==> src/dgp_pkg.sv <==
package dgp_pkg;

  // Port and group geometry
  localparam int DGP_PORT_W = 8;
  localparam int DGP_DATA_W = 16;
  localparam int DGP_NUM_GRP = 2;
  localparam int DGP_NUM_PORT = 4;
  localparam int DGP_NUM_CNT = 3;

  // Base-address compare uses the upper five of the ten decoded lines
  localparam int DGP_ADDR_W = 10;
  localparam int DGP_SEL_LSB = 5;
  localparam int DGP_IDX_W = 5;

  // Register indices within the board window
  localparam logic [4:0] DGP_REG_G1_DATA = 5'h00;
  localparam logic [4:0] DGP_REG_G2_DATA = 5'h01;
  localparam logic [4:0] DGP_REG_G1_CFG = 5'h02;
  localparam logic [4:0] DGP_REG_G2_CFG = 5'h03;
  localparam logic [4:0] DGP_REG_CNT_CFG = 5'h04;
  localparam logic [4:0] DGP_REG_CNT1_LOAD = 5'h05;
  localparam logic [4:0] DGP_REG_CNT2_LOAD = 5'h06;
  localparam logic [4:0] DGP_REG_CNT3_LOAD = 5'h07;
  localparam logic [4:0] DGP_REG_STATUS = 5'h08;

  // Group configuration fields
  localparam int DGP_GCFG_LO_WRITE = 0;
  localparam int DGP_GCFG_HI_WRITE = 1;
  localparam int DGP_GCFG_LO_DBL = 2;
  localparam int DGP_GCFG_HI_DBL = 3;
  localparam int DGP_GCFG_REQ_FALL = 4;
  localparam int DGP_GCFG_W = 5;
  localparam logic [4:0] DGP_GCFG_RST = 5'h00;

  // Counter configuration fields
  localparam int DGP_CCFG_SRC_TRIG = 0;
  localparam int DGP_CCFG_C1_DIRECT = 1;
  localparam int DGP_CCFG_C2_DIRECT = 2;
  localparam int DGP_CCFG_C1_REQ = 3;
  localparam int DGP_CCFG_C2_REQ = 4;
  localparam int DGP_CCFG_C3_IRQ = 5;
  localparam int DGP_CCFG_C1_RUN = 6;
  localparam int DGP_CCFG_W = 9;
  localparam logic [8:0] DGP_CCFG_RST = 9'h000;

  // Status fields
  localparam int DGP_STAT_READY1 = 0;
  localparam int DGP_STAT_C3_FLAG = 2;
  localparam int DGP_STAT_ACK1 = 3;

  // Counter time base
  localparam logic [2:0] DGP_CLK_DIV = 3'h5;
  localparam logic [15:0] DGP_LOAD_RST = 16'hFFFF;

  // Handshake state per group
  typedef enum logic [1:0] {
    DGP_HS_WAIT = 2'b01,
    DGP_HS_ACK = 2'b10
  } dgp_hs_t;

endpackage

==> src/dgp_io.sv <==
`timescale 1ns/1ps
module dgp_io
  import dgp_pkg::*;
(
  input wire logic CLK,
  input wire logic RESET,
  input wire logic [9:0] SA,
  input wire logic [4:0] BASE_ADDR,
  input wire logic [15:0] WR_DATA,
  input wire logic WR_STB,
  input wire logic RD_STB,
  output logic [15:0] RD_DATA,
  output logic BUS_WIDTH_16,
  input wire logic [7:0] PORT_A_LINES_IN,
  output logic [7:0] PORT_A_LINES_OUT,
  output logic [7:0] PORT_A_LINES_OE,
  input wire logic [7:0] PORT_B_LINES_IN,
  output logic [7:0] PORT_B_LINES_OUT,
  output logic [7:0] PORT_B_LINES_OE,
  input wire logic [7:0] PORT_C_LINES_IN,
  output logic [7:0] PORT_C_LINES_OUT,
  output logic [7:0] PORT_C_LINES_OE,
  input wire logic [7:0] PORT_D_LINES_IN,
  output logic [7:0] PORT_D_LINES_OUT,
  output logic [7:0] PORT_D_LINES_OE,
  input wire logic GROUP_ONE_REQUEST,
  input wire logic GROUP_TWO_REQUEST,
  output logic GROUP_ONE_ACK,
  output logic GROUP_TWO_ACK,
  input wire logic ONBOARD_OSCILLATOR,
  input wire logic SHARED_TRIGGER_BUS_CLOCK,
  output logic PERIODIC_IRQ
);

  // Value a host read sees for one port
  function automatic logic [7:0] port_value(input logic wr, input logic dbl,
                                            input logic [7:0] drive, input logic [7:0] latch,
                                            input logic [7:0] live);
    if (wr) begin
      port_value = drive;
    end else if (dbl) begin
      port_value = latch;
    end else begin
      port_value = live;
    end
  endfunction

  // Down count with reload; top bit flags the terminal count
  function automatic logic [16:0] cnt_step(input logic [15:0] cnt, input logic [15:0] load);
    if (cnt == 16'h0000) begin
      cnt_step = {1'b1, load};
    end else begin
      cnt_step = {1'b0, cnt - 16'h0001};
    end
  endfunction

  // Bus decode
  logic sel;
  logic [4:0] idx;
  logic wr_hit;
  logic rd_hit;
  assign sel = (SA[DGP_ADDR_W-1:DGP_SEL_LSB] == BASE_ADDR);
  assign idx = SA[DGP_IDX_W-1:0];
  assign wr_hit = WR_STB && sel;
  assign rd_hit = RD_STB && sel;

  // Configuration and bus answer state
  logic [4:0] gcfg_reg [DGP_NUM_GRP];
  logic [4:0] gcfg_next [DGP_NUM_GRP];
  logic [8:0] ccfg_reg;
  logic [8:0] ccfg_next;
  logic [15:0] load_reg [DGP_NUM_CNT];
  logic [15:0] load_next [DGP_NUM_CNT];
  logic c3flag_reg;
  logic c3flag_next;
  logic [15:0] rd_data_reg;
  logic [15:0] rd_data_next;
  logic bw16_reg;
  logic bw16_next;

  // Handshake and data path state
  dgp_hs_t hs_reg [DGP_NUM_GRP];
  dgp_hs_t hs_next [DGP_NUM_GRP];
  logic ready_reg [DGP_NUM_GRP];
  logic ready_next [DGP_NUM_GRP];
  logic ack_reg [DGP_NUM_GRP];
  logic ack_next [DGP_NUM_GRP];
  logic reqp_reg [DGP_NUM_GRP];
  logic reqp_next [DGP_NUM_GRP];
  logic [7:0] stage_reg [DGP_NUM_PORT];
  logic [7:0] stage_next [DGP_NUM_PORT];
  logic [7:0] drive_reg [DGP_NUM_PORT];
  logic [7:0] drive_next [DGP_NUM_PORT];
  logic [7:0] latch_reg [DGP_NUM_PORT];
  logic [7:0] latch_next [DGP_NUM_PORT];

  // Counter state
  logic src_reg;
  logic src_next;
  logic srcp_reg;
  logic srcp_next;
  logic [2:0] div_reg;
  logic [2:0] div_next;
  logic [15:0] cnt_reg [DGP_NUM_CNT];
  logic [15:0] cnt_next [DGP_NUM_CNT];
  logic pulse_reg [DGP_NUM_CNT];
  logic pulse_next [DGP_NUM_CNT];

  // Shared combinational terms
  logic [7:0] live [DGP_NUM_PORT];
  logic req_pin [DGP_NUM_GRP];
  logic req_evt [DGP_NUM_GRP];
  logic grp_write [DGP_NUM_GRP];
  logic data_rd [DGP_NUM_GRP];
  logic data_wr [DGP_NUM_GRP];
  logic cclk_tick;
  logic c3_tick;
  logic tick [DGP_NUM_CNT];

  assign live[0] = PORT_A_LINES_IN;
  assign live[1] = PORT_B_LINES_IN;
  assign live[2] = PORT_C_LINES_IN;
  assign live[3] = PORT_D_LINES_IN;
  assign req_pin[0] = GROUP_ONE_REQUEST;
  assign req_pin[1] = GROUP_TWO_REQUEST;

  // Request events, one per group; the counter path lets pattern generation run unattended
  always_comb begin
    for (int g = 0; g < DGP_NUM_GRP; g++) begin
      grp_write[g] = gcfg_reg[g][DGP_GCFG_LO_WRITE] | gcfg_reg[g][DGP_GCFG_HI_WRITE];
      data_rd[g] = rd_hit && (idx == (DGP_REG_G1_DATA + 5'(g)));
      data_wr[g] = wr_hit && (idx == (DGP_REG_G1_DATA + 5'(g)));
      reqp_next[g] = req_pin[g];
      req_evt[g] = gcfg_reg[g][DGP_GCFG_REQ_FALL] ? (reqp_reg[g] & ~req_pin[g])
                                                  : (req_pin[g] & ~reqp_reg[g]);
      if (pulse_reg[g] && ccfg_reg[DGP_CCFG_C1_REQ + g]) begin
        req_evt[g] = 1'b1;
      end
    end
  end

  // Bus registers and read answer
  always_comb begin
    for (int g = 0; g < DGP_NUM_GRP; g++) begin
      gcfg_next[g] = gcfg_reg[g];
    end
    for (int c = 0; c < DGP_NUM_CNT; c++) begin
      load_next[c] = load_reg[c];
    end
    ccfg_next = ccfg_reg;
    rd_data_next = 16'h0000;
    bw16_next = wr_hit || rd_hit;
    // Set wins over a same-cycle clear so no counter event is lost
    c3flag_next = c3flag_reg;
    if (wr_hit && idx == DGP_REG_STATUS && WR_DATA[DGP_STAT_C3_FLAG]) begin
      c3flag_next = 1'b0;
    end
    if (pulse_reg[2] && ccfg_reg[DGP_CCFG_C3_IRQ]) begin
      c3flag_next = 1'b1;
    end
    if (wr_hit) begin
      case (idx)
        DGP_REG_G1_CFG: gcfg_next[0] = WR_DATA[DGP_GCFG_W-1:0];
        DGP_REG_G2_CFG: gcfg_next[1] = WR_DATA[DGP_GCFG_W-1:0];
        DGP_REG_CNT_CFG: ccfg_next = WR_DATA[DGP_CCFG_W-1:0];
        DGP_REG_CNT1_LOAD: load_next[0] = WR_DATA;
        DGP_REG_CNT2_LOAD: load_next[1] = WR_DATA;
        DGP_REG_CNT3_LOAD: load_next[2] = WR_DATA;
        default: ;
      endcase
    end
    if (rd_hit) begin
      case (idx)
        DGP_REG_G1_DATA, DGP_REG_G2_DATA: begin
          for (int g = 0; g < DGP_NUM_GRP; g++) begin
            if (idx == (DGP_REG_G1_DATA + 5'(g))) begin
              rd_data_next = {port_value(gcfg_reg[g][DGP_GCFG_HI_WRITE],
                                         gcfg_reg[g][DGP_GCFG_HI_DBL], drive_reg[2*g+1],
                                         latch_reg[2*g+1], live[2*g+1]),
                              port_value(gcfg_reg[g][DGP_GCFG_LO_WRITE],
                                         gcfg_reg[g][DGP_GCFG_LO_DBL], drive_reg[2*g],
                                         latch_reg[2*g], live[2*g])};
            end
          end
        end
        DGP_REG_G1_CFG: rd_data_next = {11'h000, gcfg_reg[0]};
        DGP_REG_G2_CFG: rd_data_next = {11'h000, gcfg_reg[1]};
        DGP_REG_CNT_CFG: rd_data_next = {7'h00, ccfg_reg};
        DGP_REG_CNT1_LOAD: rd_data_next = load_reg[0];
        DGP_REG_CNT2_LOAD: rd_data_next = load_reg[1];
        DGP_REG_CNT3_LOAD: rd_data_next = load_reg[2];
        DGP_REG_STATUS: rd_data_next = {11'h000, ack_reg[1], ack_reg[0], c3flag_reg,
                                        ready_reg[1], ready_reg[0]};
        default: rd_data_next = 16'h0000;
      endcase
    end
  end

  // Bus registers; reset leaves every port a single-buffered read port
  always_ff @(posedge CLK or posedge RESET) begin
    if (RESET) begin
      for (int g = 0; g < DGP_NUM_GRP; g++) begin
        gcfg_reg[g] <= DGP_GCFG_RST;
      end
      for (int c = 0; c < DGP_NUM_CNT; c++) begin
        load_reg[c] <= DGP_LOAD_RST;
      end
      ccfg_reg <= DGP_CCFG_RST;
      c3flag_reg <= 1'b0;
      rd_data_reg <= 16'h0000;
      bw16_reg <= 1'b0;
    end else begin
      gcfg_reg <= gcfg_next;
      load_reg <= load_next;
      ccfg_reg <= ccfg_next;
      c3flag_reg <= c3flag_next;
      rd_data_reg <= rd_data_next;
      bw16_reg <= bw16_next;
    end
  end

  // Handshake and data latches, each group on its own request only
  always_comb begin
    for (int g = 0; g < DGP_NUM_GRP; g++) begin
      logic enter_write;
      logic clr;
      logic [4:0] newcfg;
      newcfg = WR_DATA[DGP_GCFG_W-1:0];
      enter_write = wr_hit && (idx == (DGP_REG_G1_CFG + 5'(g))) && !grp_write[g]
                    && (newcfg[DGP_GCFG_LO_WRITE] || newcfg[DGP_GCFG_HI_WRITE]);
      clr = grp_write[g] ? data_wr[g] : data_rd[g];
      // Set wins so a request in the clearing cycle still flags ready
      ready_next[g] = req_evt[g] || enter_write || (ready_reg[g] && !clr);
      hs_next[g] = hs_reg[g];
      case (hs_reg[g])
        DGP_HS_WAIT: begin
          if (clr) begin
            hs_next[g] = DGP_HS_ACK;
          end
        end
        DGP_HS_ACK: begin
          if (req_evt[g]) begin
            hs_next[g] = DGP_HS_WAIT;
          end
        end
        default: hs_next[g] = DGP_HS_WAIT;
      endcase
      ack_next[g] = (hs_next[g] == DGP_HS_ACK);
      for (int p = 0; p < 2; p++) begin
        logic pw;
        logic pd;
        pw = gcfg_reg[g][DGP_GCFG_LO_WRITE + p];
        pd = gcfg_reg[g][DGP_GCFG_LO_DBL + p];
        stage_next[2*g+p] = stage_reg[2*g+p];
        drive_next[2*g+p] = drive_reg[2*g+p];
        latch_next[2*g+p] = latch_reg[2*g+p];
        if (data_wr[g] && pw) begin
          if (pd) begin
            stage_next[2*g+p] = WR_DATA[8*p +: 8];
          end else begin
            drive_next[2*g+p] = WR_DATA[8*p +: 8];
          end
        end
        // Copy takes the staging value held before any same-cycle write
        if (req_evt[g] && pd) begin
          if (pw) begin
            drive_next[2*g+p] = stage_reg[2*g+p];
          end else begin
            latch_next[2*g+p] = live[2*g+p];
          end
        end
      end
    end
  end

  // Handshake registers
  always_ff @(posedge CLK or posedge RESET) begin
    if (RESET) begin
      for (int g = 0; g < DGP_NUM_GRP; g++) begin
        hs_reg[g] <= DGP_HS_WAIT;
        ready_reg[g] <= 1'b0;
        ack_reg[g] <= 1'b0;
        reqp_reg[g] <= 1'b0;
      end
      for (int p = 0; p < DGP_NUM_PORT; p++) begin
        stage_reg[p] <= 8'h00;
        drive_reg[p] <= 8'h00;
        latch_reg[p] <= 8'h00;
      end
    end else begin
      hs_reg <= hs_next;
      ready_reg <= ready_next;
      ack_reg <= ack_next;
      reqp_reg <= reqp_next;
      stage_reg <= stage_next;
      drive_reg <= drive_next;
      latch_reg <= latch_next;
    end
  end

  // Counter time base; pins arrive synchronous, so one sample plus its delay gives the edge
  assign cclk_tick = src_reg & ~srcp_reg;
  assign c3_tick = cclk_tick && (div_reg == DGP_CLK_DIV - 3'h1);
  assign tick[0] = ccfg_reg[DGP_CCFG_C1_DIRECT] ? cclk_tick : pulse_reg[2];
  assign tick[1] = ccfg_reg[DGP_CCFG_C2_DIRECT] ? cclk_tick : pulse_reg[2];
  assign tick[2] = c3_tick;

  // Counters; a stopped counter holds its value so software can resume it
  always_comb begin
    src_next = ccfg_reg[DGP_CCFG_SRC_TRIG] ? SHARED_TRIGGER_BUS_CLOCK
                                           : ONBOARD_OSCILLATOR;
    srcp_next = src_reg;
    div_next = div_reg;
    if (cclk_tick) begin
      div_next = c3_tick ? 3'h0 : div_reg + 3'h1;
    end
    for (int c = 0; c < DGP_NUM_CNT; c++) begin
      logic [16:0] step;
      step = cnt_step(cnt_reg[c], load_reg[c]);
      cnt_next[c] = cnt_reg[c];
      pulse_next[c] = 1'b0;
      if (tick[c] && ccfg_reg[DGP_CCFG_C1_RUN + c]) begin
        cnt_next[c] = step[15:0];
        pulse_next[c] = step[16];
      end
      // Reload write restarts the count; else a new period waits out the old one
      if (wr_hit && (idx == (DGP_REG_CNT1_LOAD + 5'(c)))) begin
        cnt_next[c] = WR_DATA;
      end
    end
  end

  // Counter registers
  always_ff @(posedge CLK or posedge RESET) begin
    if (RESET) begin
      src_reg <= 1'b0;
      srcp_reg <= 1'b0;
      div_reg <= 3'h0;
      for (int c = 0; c < DGP_NUM_CNT; c++) begin
        cnt_reg[c] <= DGP_LOAD_RST;
        pulse_reg[c] <= 1'b0;
      end
    end else begin
      src_reg <= src_next;
      srcp_reg <= srcp_next;
      div_reg <= div_next;
      cnt_reg <= cnt_next;
      pulse_reg <= pulse_next;
    end
  end

  // Outputs, all from flip-flops; enables follow each port's write bit
  assign RD_DATA = rd_data_reg;
  assign BUS_WIDTH_16 = bw16_reg;
  assign PORT_A_LINES_OUT = drive_reg[0];
  assign PORT_B_LINES_OUT = drive_reg[1];
  assign PORT_C_LINES_OUT = drive_reg[2];
  assign PORT_D_LINES_OUT = drive_reg[3];
  assign PORT_A_LINES_OE = {8{gcfg_reg[0][DGP_GCFG_LO_WRITE]}};
  assign PORT_B_LINES_OE = {8{gcfg_reg[0][DGP_GCFG_HI_WRITE]}};
  assign PORT_C_LINES_OE = {8{gcfg_reg[1][DGP_GCFG_LO_WRITE]}};
  assign PORT_D_LINES_OE = {8{gcfg_reg[1][DGP_GCFG_HI_WRITE]}};
  assign GROUP_ONE_ACK = ack_reg[0];
  assign GROUP_TWO_ACK = ack_reg[1];
  assign PERIODIC_IRQ = c3flag_reg;

endmodule

==> config.mk <==
export PLATFORM = sky130hd
export DESIGN_NAME = dgp_io
export DESIGN_NICKNAME = d
export VERILOG_FILES = /design/src/dgp_pkg.sv /design/src/dgp_io.sv
export SDC_FILE = /design/constraint.sdc
export NUM_CORES = 1
export LEC_CHECK = 0
export ABC_AREA = 1
export BUFFER_PORTS_ARGS = -buffer_cell sky130_fd_sc_hd__buf_2
export CAP_MARGIN = 20
export CORE_ASPECT_RATIO = 0.75
export CORE_UTILIZATION = 54
export CTS_BUF_LIST = sky130_fd_sc_hd__clkbuf_8
export DETAILED_ROUTE_END_ITERATION = 7
export PLACE_DENSITY = 0.75
export SYNTH_ARGS = -nofsm -noshare
export SYNTH_HDL_FRONTEND = slang
export SYNTH_SLANG_ARGS = --single-unit
export TNS_END_PERCENT = 10
==> constraint.sdc <==
create_clock -name CLK -period 13.9 [get_ports CLK]
set_input_delay 2.78 -clock CLK [delete_from_list [all_inputs] [get_ports CLK]]
set_output_delay 2.78 -clock CLK [all_outputs]
set_load 0.02 [all_outputs]
; Word level (Yosys, flattened, before mapping)
; Cells that the tools add are included.
; Widths: inputs -> output; s select.
[classes]
add_sub_neg = 4
eq_ne = 16
mux = 58
n_bitwise = 16
n_reduce_logical = 67
[op_table]
columns = operator, n
row1 = $mux 8, 24
row2 = $mux 16, 9
row3 = $pmux 16 s8, 1
row4 = $mux 17, 3
row5 = $logic_not 16->1, 3
row6 = $sub 16x1->16 const B, 3
row7 = $logic_and 1x1->1, 34
row8 = $reduce_and 2->1, 14
row9 = $eq 5x3->1 const B, 4
row10 = $mux 1, 14
row11 = $eq 5x2->1 const B, 2
row12 = $not 1->1, 9
row13 = $eq 2x2->1 const B, 4
row14 = $mux 2, 4
row15 = $pmux 2 s2, 2
row16 = $reduce_bool 2->1, 4
row17 = $logic_or 1x1->1, 6
row18 = $and 1x1->1, 5
row19 = $eq 5x1->1 const B, 1
row20 = $eq 5x4->1 const B, 1
row21 = $eq 5x5->1, 1
row22 = $logic_not 5->1, 1
row23 = $eq 2x1->1 const B, 2
row24 = $logic_not 1->1, 4
row25 = 5 further kinds, 6
[word_totals]
regBits = 247
in_bits = 71
output_inout_bits = 84
word_cells = 199

; Longest topological paths before layout
; Gate-level depths: netlist of run 1.
[depth]
ltp_word = 7
ltp_mapped = 13

; Worst setup path after synthesis of run 1
; No wires, ideal clock.
[synth_path]
path_kind = in2reg
startpoint = in BASE_ADDR[0]
endpoint = reg stage_reg[9] in the netlist's numbering
t_arrival_ns = 3.929
required_ns = 13.778
slack_ns = 9.849
path_stages = 9
n_path_buf = 1
path_cell_list = xnor2_1 > nand3_2 > nor2_2 > nand2_4 > nor2_8 > nand3_4 > buf_6 > nand2_1 > o21ai_2
[synth_via]
elab_chain_cells = 5
[synth_rtl]
columns = item, line_no
row1 = from (decl), dgp_io.sv:8  ; input wire logic [4:0] BASE_ADDR,
row2 = $eq 5x5->1, dgp_io.sv:62  ; assign sel = (SA[DGP_ADDR_W-1:DGP_SEL_LSB] == BASE_ADDR);
row3 = $logic_and 1x1->1, dgp_io.sv:64  ; assign wr_hit = WR_STB && sel;
row4 = $logic_and 1x1->1, dgp_io.sv:132  ; data_wr[g] = wr_hit && (idx == (DGP_REG_G1_DATA + 5'(g)));
row5 = $logic_and 1x1->1, dgp_io.sv:257  ; if (data_wr[g] && pw) begin
row6 = $reduce_and 2->1 (no source line), -
row7 = to (signal assigned), dgp_io.sv:295  ; stage_reg <= stage_next;
row8 = to (decl), dgp_io.sv:90  ; logic [7:0] stage_reg [DGP_NUM_PORT];
; Every way passes these cells.
; A chain may end at the register's enable or synchronous reset.

; Final worst setup path of run 1
[layout_path]
startpoint = in SA[3]
endpoint = reg stage_reg[22] in the netlist's numbering
[layout_via]
elab_chain_cells = 4
[layout_rtl]
columns = item, line_no
row1 = from (decl), dgp_io.sv:7  ; input wire logic [9:0] SA,
row2 = $logic_not 5->1, dgp_io.sv:132
row3 = $logic_and 1x1->1, dgp_io.sv:132
row4 = $logic_and 1x1->1, dgp_io.sv:257
row5 = $reduce_and 2->1 (no source line), -
; Every way passes these cells.

==> flow_metrics.py, run 1 <==
metrics = {
    "outcome": {
        "outcome": "finished clean",
    },
    "final_layout": {
        "multiInputGateArea_mm2": 0.006544,
        "fillers": 2389,
        "proportion_of_layout_cells_with_a_drive_suffix_above_1_pct": 18.26,
        "finalNetCount": 2161,
        "seqCellArea_mm2": 0.006304,
        "antenna_cells_inserted": 0,
        "synthToLayoutAreaGrowth_pct": 10.55,
        "layout.cells.most_common": "sky130_fd_sc_hd__nand2_1",
        "layout.cells.most_common_list": "sky130_fd_sc_hd__nand2_1 (666), sky130_fd_sc_hd__o21ai_0 (234), sky130_fd_sc_hd__inv_1 (217)",
    },
    "placement": {
        "gp_congestion": 0.9976,
        "dpl_worst_slack_ns": 8.780,
        "dp_hpwl_um": 31040,
        "io_buffer_count": 154,
    },
    "yosys": {
        "synth.top_cell.area_share_pct": 26.12,
        "postSynthRegisterBits": 247,
        "yosys-top-cells-area": "sky130_fd_sc_hd__dfrtp_1 (26%), sky130_fd_sc_hd__dfstp_2 (18%), sky130_fd_sc_hd__nand2_1 (18%)",
        "synth_area_leader_cell": "sky130_fd_sc_hd__dfrtp_1",
        "number_of_enable_type_register_cells_in_the_synthesized_netlist": 0,
        "post_synth_instance_area_mm2": 0.01427,
        "syn-instance-count": 1967,
        "synth_ff_type": "sky130_fd_sc_hd__dfrtp_1",
        "synth-seq-area-share_pct": 44.16,
        "ys_warn_count": 0,
        "yosysUniqueCellTypes": 45,
        "ys_async_sr_fraction_pct": 100.0,
        "synthesis.nets": 2050,
        "postSynthAreaPerCell_um2": 7.257,
    },
    "global_route": {
        "grt_first_pass_wirelength_um": 67690,
        "initial_antenna_violation_count": 0,
        "global_route.overflow_total": 0,
        "globalRouteTotalUtil_pct": 32.43,
        "number_of_global_route_vias_before_repair": 12160,
        "pin_count_of_the_biggest_net_entering_global_routing": 126,
    },
    "setup_path": {
        "crit_type": "in -> reg",
        "critical_path.slowest_cell": "sky130_fd_sc_hd__nor2_2",
        "worstPathMaxFanout": 18,
        "critical_path.max_stage_delay_ns": 0.69,
        "cp-start-kind": "input port",
        "cp_common_cell": "sky130_fd_sc_hd__nand2_1",
        "worstSetupEndpointType": "register",
        "cp.arrival_ns": 5.11,
        "path_cells": "buf_2 -> nor2_1 -> nand2_1 -> nor2_2 -> inv_2 -> nor2_8 -> nand3_4 -> nand2_1 -> o21ai_2",
        "required_time_of_the_critical_path_ns": 14.35,
    },
    "pwr": {
        "report.power.total_w": 0.001684,
        "p_leak_nw": 8.509,
        "power.density_cell_area_mw_per_mm2": 106.7,
        "vdd_drop_max_mv": 0.07375,
    },
    "clock_tree": {
        "cts.sinks": 247,
        "tritoncts": "yes",
        "clk_path_buf_depth": 3,
        "worstSkewPairLatency_ns": 0.59,
        "cts.hold.buffers_added": 0,
        "cts_made_buffers": 41,
        "cts_htree_levels": 2,
        "post-cts-setup-buffer-count": 0,
        "clk_pin_slew_worst_paths_ns": 0.06,
        "ctsRootBufferMaster": "sky130_fd_sc_hd__clkbuf_8",
        "ctsResizeCount": 0,
    },
    "timing": {
        "max_slew_headroom_pct": 40.29,
        "finalSetupViolations": 0,
        "min_period_over_period_pct": 33.52,
        "worst_setup_skew_after_layout_ns": 0.02829,
        "hold_violations": 0,
        "max_freq_ghz": 0.2146,
        "finalSetupTns_ns": 0,
        "finalWorstPathRequiredPeriod_ns": 4.659,
        "actual_transition_at_the_worst_max_transition_pin_ns": 0.8956,
        "grt_setup_unrepaired": "false",
        "final.setup.worst_slack_ns": 9.241,
        "maxSlewViolCount": 0,
    },
    "drt": {
        "detail_route.iter0.violations": 1658,
        "wl_per_cell_um": 17.86,
        "post-route-drc-count": 0,
        "antenna_violating_nets_post_route": 0,
        "vias_per_cell": 5.624,
        "detailedRoute.firstPassIterationCount": 6,
        "routed-via-count": 13800,
        "postRouteWirelength_um": 43820,
    },
    "floorplan": {
        "dieWidth_um": 189.7,
        "rows": 51,
        "pin_count": 155,
        "core_region_area_mm2": 0.02597,
        "initial_standard_cell_utilization_of_the_core_pct": 54.96,
        "die_height_um": 142.8,
        "fp.dieArea_mm2": 0.02710,
    },
    "run": {
        "maxCapViolCount": 0,
    },
    "min_path": {
        "timing.hold.worst.class": "reg -> reg",
    },
}
-- cells in the mapped netlist (2+ instances only) --
| master | count |
|---|---|
| sky130_fd_sc_hd__clkbuf_1 | 30 |
| sky130_fd_sc_hd__nand4_1 | 13 |
| sky130_fd_sc_hd__inv_1 | 201 |
| sky130_fd_sc_hd__o21ai_2 | 24 |
| sky130_fd_sc_hd__a31oi_1 | 11 |
| sky130_fd_sc_hd__dfstp_2 | 98 |
| sky130_fd_sc_hd__o21ai_1 | 8 |
| sky130_fd_sc_hd__nand2_2 | 12 |
| sky130_fd_sc_hd__xnor2_1 | 2 |
| sky130_fd_sc_hd__dfrtp_1 | 149 |
| sky130_fd_sc_hd__ha_1 | 12 |
| sky130_fd_sc_hd__nor2_1 | 119 |
| sky130_fd_sc_hd__inv_2 | 9 |
| sky130_fd_sc_hd__nand2_1 | 666 |
| sky130_fd_sc_hd__buf_2 | 19 |
| sky130_fd_sc_hd__and2_1 | 2 |
| sky130_fd_sc_hd__nor2_8 | 2 |
| sky130_fd_sc_hd__nor2_2 | 3 |
| sky130_fd_sc_hd__o211ai_1 | 26 |
| sky130_fd_sc_hd__nor3_1 | 14 |
| sky130_fd_sc_hd__nand3_1 | 143 |
| sky130_fd_sc_hd__buf_4 | 40 |
| sky130_fd_sc_hd__buf_6 | 9 |
| sky130_fd_sc_hd__buf_1 | 2 |
| sky130_fd_sc_hd__a21oi_1 | 69 |
| sky130_fd_sc_hd__xor2_1 | 6 |
| sky130_fd_sc_hd__a211oi_1 | 2 |
| sky130_fd_sc_hd__o22ai_1 | 18 |
| sky130_fd_sc_hd__o21ai_0 | 234 |
| sky130_fd_sc_hd__clkinv_1 | 6 |
| sky130_fd_sc_hd__nand3_4 | 4 |
-- metrics by stage --
| stage | utilization, % | hold WS, ns | instances | cell area, um2 |
|---|---|---|---|---|
| after global placement | 57.62 | 0.3762 | 2378 | 14960 |
| after detailed placement | 57.62 | 0.3705 | 2378 | 14960 |
| after CTS | 60.75 | 0.3973 | 2452 | 15780 |
| after global routing | 60.77 | 0.4079 | 2453 | 15780 |
| after floorplan | - | 0.3537 | 1967 | 14270 |
| final | 60.77 | 0.3954 | 2453 | 15780 |
-- worst max-delay path, delay by kind of cell --
| kind | cells | cell delay [ns] |
|---|---|---|
| AO/OA/AOI/OAI | 1 | 0.06 |
| buffers and inverters | 2 | 0.40 |
| AND/OR/NAND/NOR | 6 | 1.85 |
-- power breakdown --
group	internal, W	total [W]	leakage [nW]	switching, W
Clock	0.000339	0.000649	0.477	0.000310
Sequential	0.000751	0.000766	3.07	0.0000153
Combinational	0.0000810	0.000269	4.96	0.000188
-- layer usage --
metal,vias up,wire (um),global-route usage [%]
li1,6549,-,-
met1,6425,19740,48.89
met2,723,17950,44.86
met3,99,4868,8.184
met4,0,1262,10.74
met5,-,0,0
-- cell families (layout without fill, tap and decap cells) --
| kind of cell | Yosys count | count (layout) | share of synthesized area, % |
|---|---|---|---|
| multiplexers | 1 | 1 | 0.07888 |
| flip-flops | 247 | 247 | 44.16 |
| adder cells (fa/ha/maj) | 12 | 12 | 1.052 |
| buffers and inverters | 316 | 458 | 10.00 |
| AND/OR/NAND/NOR | 984 | 984 | 28.64 |
| XOR/XNOR | 9 | 9 | 0.6048 |
| AO/OA/AOI/OAI | 398 | 398 | 15.47 |
-- cell type report --
class	instances	area share, %
clock inverters	25	0.8721
flip-flops and latches	247	39.94
inverters	216	5.185
clock buffers	49	4.273
multi-input cells	1404	41.47
repair buffers	168	5.534
well taps	344	2.727
-- path summary, 6_finish.rpt --
check	start	to	slack, ns	depth (start not counted)
min	src_reg	srcp_reg	0.40	0
min reg2reg	src_reg	srcp_reg	0.40	0
max	SA[3]	stage_reg[22]	9.24	9
min in group asynchronous	RESET	hs_reg[1]	2.40	2
max in group asynchronous	RESET	RD_DATA[3]	10.15	3
max reg2reg	PORT_B_LINES_OE[0]	RD_DATA[8]	11.25	6
Note: power is estimated with default switching activity, not from simulation.
==> inputs of run 2 (changes only) <==
--- a/config.mk
+++ b/config.mk
@@ -5,14 +5,14 @@
 export SDC_FILE = /design/constraint.sdc
 export NUM_CORES = 1
 export LEC_CHECK = 0
-export ABC_AREA = 1
+export ABC_AREA = 0
 export BUFFER_PORTS_ARGS = -buffer_cell sky130_fd_sc_hd__buf_2
 export CAP_MARGIN = 20
 export CORE_ASPECT_RATIO = 0.75
 export CORE_UTILIZATION = 54
 export CTS_BUF_LIST = sky130_fd_sc_hd__clkbuf_8
 export DETAILED_ROUTE_END_ITERATION = 7
-export PLACE_DENSITY = 0.75
+export PLACE_DENSITY = 0.79
 export SYNTH_ARGS = -nofsm -noshare
 export SYNTH_HDL_FRONTEND = slang
 export SYNTH_SLANG_ARGS = --single-unit
==> constraint.sdc (replaced) <==
create_clock -name CLK -period 4.2 [get_ports CLK]
set_input_delay 0.84 -clock CLK [delete_from_list [all_inputs] [get_ports CLK]]
set_output_delay 0.84 -clock CLK [all_outputs]
set_load 0.02 [all_outputs]
==> flow_metrics.py, run 2 <==
metrics = {
    "timing": {
        "min_period_over_period_pct": 64.91,
        "maxSlewViolCount": 0,
        "finalSetupTns_ns": 0,
        "actual_transition_at_the_worst_max_transition_pin_ns": 1.025,
        "finalWorstPathRequiredPeriod_ns": 2.726,
        "fin_worst_hold_slack_ns": 0.4149,
        "hold_violations": 0,
        "worst_setup_skew_after_layout_ns": 0.03415,
        "grt_setup_unrepaired": "false",
        "max_freq_ghz": 0.3668,
        "finalSetupViolations": 0,
        "max_slew_headroom_pct": 31.68,
    },
    "floorplan": {
        "core_region_area_mm2": 0.02428,
        "initial_standard_cell_utilization_of_the_core_pct": 55.65,
        "pin_count": 155,
        "die_height_um": 139.0,
        "fp.dieArea_mm2": 0.02566,
        "rows": 49,
        "dieWidth_um": 184.6,
    },
    "setup_path": {
        "cp.buffers_inverters": 1,
        "cp.arrival_ns": 1.89,
        "required_time_of_the_critical_path_ns": 3.36,
        "cp-start-kind": "register",
        "worstSetupEndpointType": "output port",
        "critical_path.slowest_cell": "sky130_fd_sc_hd__dfrtp_1",
        "critPathTopFamily": "flip-flops",
        "critical_path.max_stage_delay_ns": 1.01,
        "crit_type": "reg -> out",
        "worstPathMaxFanout": 32,
        "setup_slack_reg_to_reg_ns": 1.49,
        "path_cells": "buf_2",
    },
    "drt": {
        "detailedRoute.firstPassIterationCount": 5,
        "postRouteWirelength_um": 39890,
        "wl_per_cell_um": 21.53,
        "vias_per_cell": 6.240,
        "routed-via-count": 11560,
        "antenna_violating_nets_post_route": 0,
        "detail_route.iter0.violations": 1209,
        "post-route-drc-count": 0,
    },
    "clock_tree": {
        "ctsRootBufferMaster": "sky130_fd_sc_hd__clkbuf_8",
        "clk_path_buf_depth": 3,
        "cts.hold.buffers_added": 0,
        "cts_htree_levels": 2,
        "clk_pin_slew_worst_paths_ns": 0.07,
        "tritoncts": "yes",
        "cts_made_buffers": 39,
        "cts.sinks": 247,
        "worstSkewPairLatency_ns": 0.57,
        "post-cts-setup-buffer-count": 0,
        "ctsResizeCount": 0,
    },
    "pwr": {
        "vdd_drop_max_mv": 0.2591,
        "p_leak_nw": 7.142,
        "power.density_cell_area_mw_per_mm2": 343.0,
    },
    "global_route": {
        "grt_first_pass_wirelength_um": 61600,
        "globalRouteTotalUtil_pct": 31.32,
        "global_route.overflow_total": 0,
        "pin_count_of_the_biggest_net_entering_global_routing": 149,
        "initial_antenna_violation_count": 2,
        "number_of_global_route_vias_before_repair": 10950,
    },
    "yosys": {
        "yosysUniqueCellTypes": 73,
        "postSynthRegisterBits": 247,
        "synth.top_cell.area_share_pct": 27.60,
        "ys_warn_count": 0,
        "synth_most_common_cell": "sky130_fd_sc_hd__nand2_1",
        "synth-seq-area-share_pct": 46.66,
        "synthesis.nets": 1484,
        "synth_cell_count_leaders": "sky130_fd_sc_hd__nand2_1 (225), sky130_fd_sc_hd__dfrtp_1 (149), sky130_fd_sc_hd__a21oi_1 (103)",
        "syn-instance-count": 1401,
        "post_synth_instance_area_mm2": 0.01351,
        "synth_area_leader_cell": "sky130_fd_sc_hd__dfrtp_1",
        "synth_ff_type": "sky130_fd_sc_hd__dfrtp_1",
        "postSynthAreaPerCell_um2": 9.643,
        "ys_async_sr_fraction_pct": 100.0,
        "number_of_enable_type_register_cells_in_the_synthesized_netlist": 0,
        "yosys-top-cells-area": "sky130_fd_sc_hd__dfrtp_1 (28%), sky130_fd_sc_hd__dfstp_2 (19%), sky130_fd_sc_hd__mux2_2 (7.3%)",
    },
    "min_path": {
        "timing.hold.worst.class": "in -> async",
    },
    "placement": {
        "io_buffer_count": 154,
        "dp_hpwl_um": 27850,
        "gp_congestion": 0.9628,
    },
    "outcome": {
        "outcome": "finished clean",
    },
    "final_layout": {
        "layout.cells.most_common": "sky130_fd_sc_hd__nand2_1",
        "proportion_of_layout_cells_with_a_drive_suffix_above_1_pct": 29.72,
        "synthToLayoutAreaGrowth_pct": 11.57,
        "finalNetCount": 1574,
        "layout.cells.most_common_list": "sky130_fd_sc_hd__nand2_1 (225), sky130_fd_sc_hd__buf_2 (154), sky130_fd_sc_hd__dfrtp_1 (149)",
        "fillers": 2005,
    },
    "run": {
        "maxCapViolCount": 0,
    },
}
==> run 2: changes by cell type after synthesis, moves of 34 or more <==
cell / before / now
sky130_fd_sc_hd__nand3_1: 143 / 33
sky130_fd_sc_hd__a21oi_1: 69 / 103
sky130_fd_sc_hd__inv_1: 201 / 29
sky130_fd_sc_hd__mux2_2: 1 / 88
sky130_fd_sc_hd__nand2_1: 666 / 225
sky130_fd_sc_hd__mux2i_1: 0 / 87
sky130_fd_sc_hd__o21ai_0: 234 / 83
sky130_fd_sc_hd__nor2_1: 119 / 85
sky130_fd_sc_hd__clkbuf_1: 30 / 65
==> run 2: cells by family after synthesis <==
| kind of cell | count (synthesis) | synth area share [%] |
|---|---|---|
| flip-flops | 247 | 46.66 |
| AND/OR/NAND/NOR | 494 | 17.90 |
| AO/OA/AOI/OAI | 309 | 14.09 |
| buffers and inverters | 150 | 5.353 |
| multiplexers | 177 | 14.11 |
| adder cells (fa/ha/maj) | 12 | 1.111 |
| XOR/XNOR | 12 | 0.7779 |
==> run 2: worst paths after layout <==
path,from,to,depth (start not counted)
setup / recovery,PORT_D_LINES_OE[0],PORT_D_LINES_OE[3],1
hold / removal,RESET,latch_reg[0],3
setup reg to reg,cnt_reg[42],cnt_reg[34],5
hold reg to reg,load_reg[33],load_reg[33],2
max in group asynchronous,RESET,PORT_C_LINES_OUT[5],3
min in group CLK,GROUP_TWO_REQUEST,reqp_reg[0],1
==> run 2: cell type report <==
cell class	count	area, um2	area share (%)
Multi-Input combinational cell	1004	6490	43.06
Inverter	29	112.6	0.7471
Timing Repair Buffer	170	915.9	6.076
Clock inverter	23	173.9	1.154
Sequential cell	247	6304	41.82
Clock buffer	48	660.6	4.383
Antenna cell	1	2.502	0.01660
Tap cell	331	414.1	2.748
==> run 2: worst register-to-register path, stage by stage (launching register included) <==
cell and delay [ns]:
sky130_fd_sc_hd__dfstp_2 0.40, sky130_fd_sc_hd__nor4_1 0.68, sky130_fd_sc_hd__nand4_2 0.76, sky130_fd_sc_hd__mux2_2 0.52
sky130_fd_sc_hd__a22oi_1 0.17, sky130_fd_sc_hd__o21ai_0 0.09
==> run 2: routing by layer <==
layer / share of wire [%] / GRT usage [%] / vias up
li1: - / - / 5176
met1: 43 / 45.76 / 5662
met2: 44 / 45.74 / 644
met3: 11 / 7.721 / 81
met4: 2.5 / 9.787 / 0
met5: 0 / 0 / -
==> run 2: report_power, final <==
| group | switching, W | internal (W) | total (W) |
|---|---|---|---|
| clock network | 0.000982 | 0.00122 | 0.00220 |
| registers | 0.0000749 | 0.00247 | 0.00255 |
| logic | 0.000269 | 0.000151 | 0.000420 |
| total | 0.00133 | 0.00384 | 0.00517 |
==> run 2: metrics by stage <==
stage / util (%) / worst slack (ns) / power [W] / instance area [um2] / cells
floorplan: - / 0.1943 / 0.002834 / 13510 / 1401
global placement: 58.64 / 1.170 / 0.002980 / 14240 / 1781
detailed placement: 58.64 / 1.115 / 0.002997 / 14240 / 1781
CTS: 62.07 / 1.489 / 0.005187 / 15070 / 1852
global route: 62.09 / 1.214 / 0.005341 / 15070 / 1853
finish: 62.09 / 1.474 / 0.005170 / 15070 / 1853
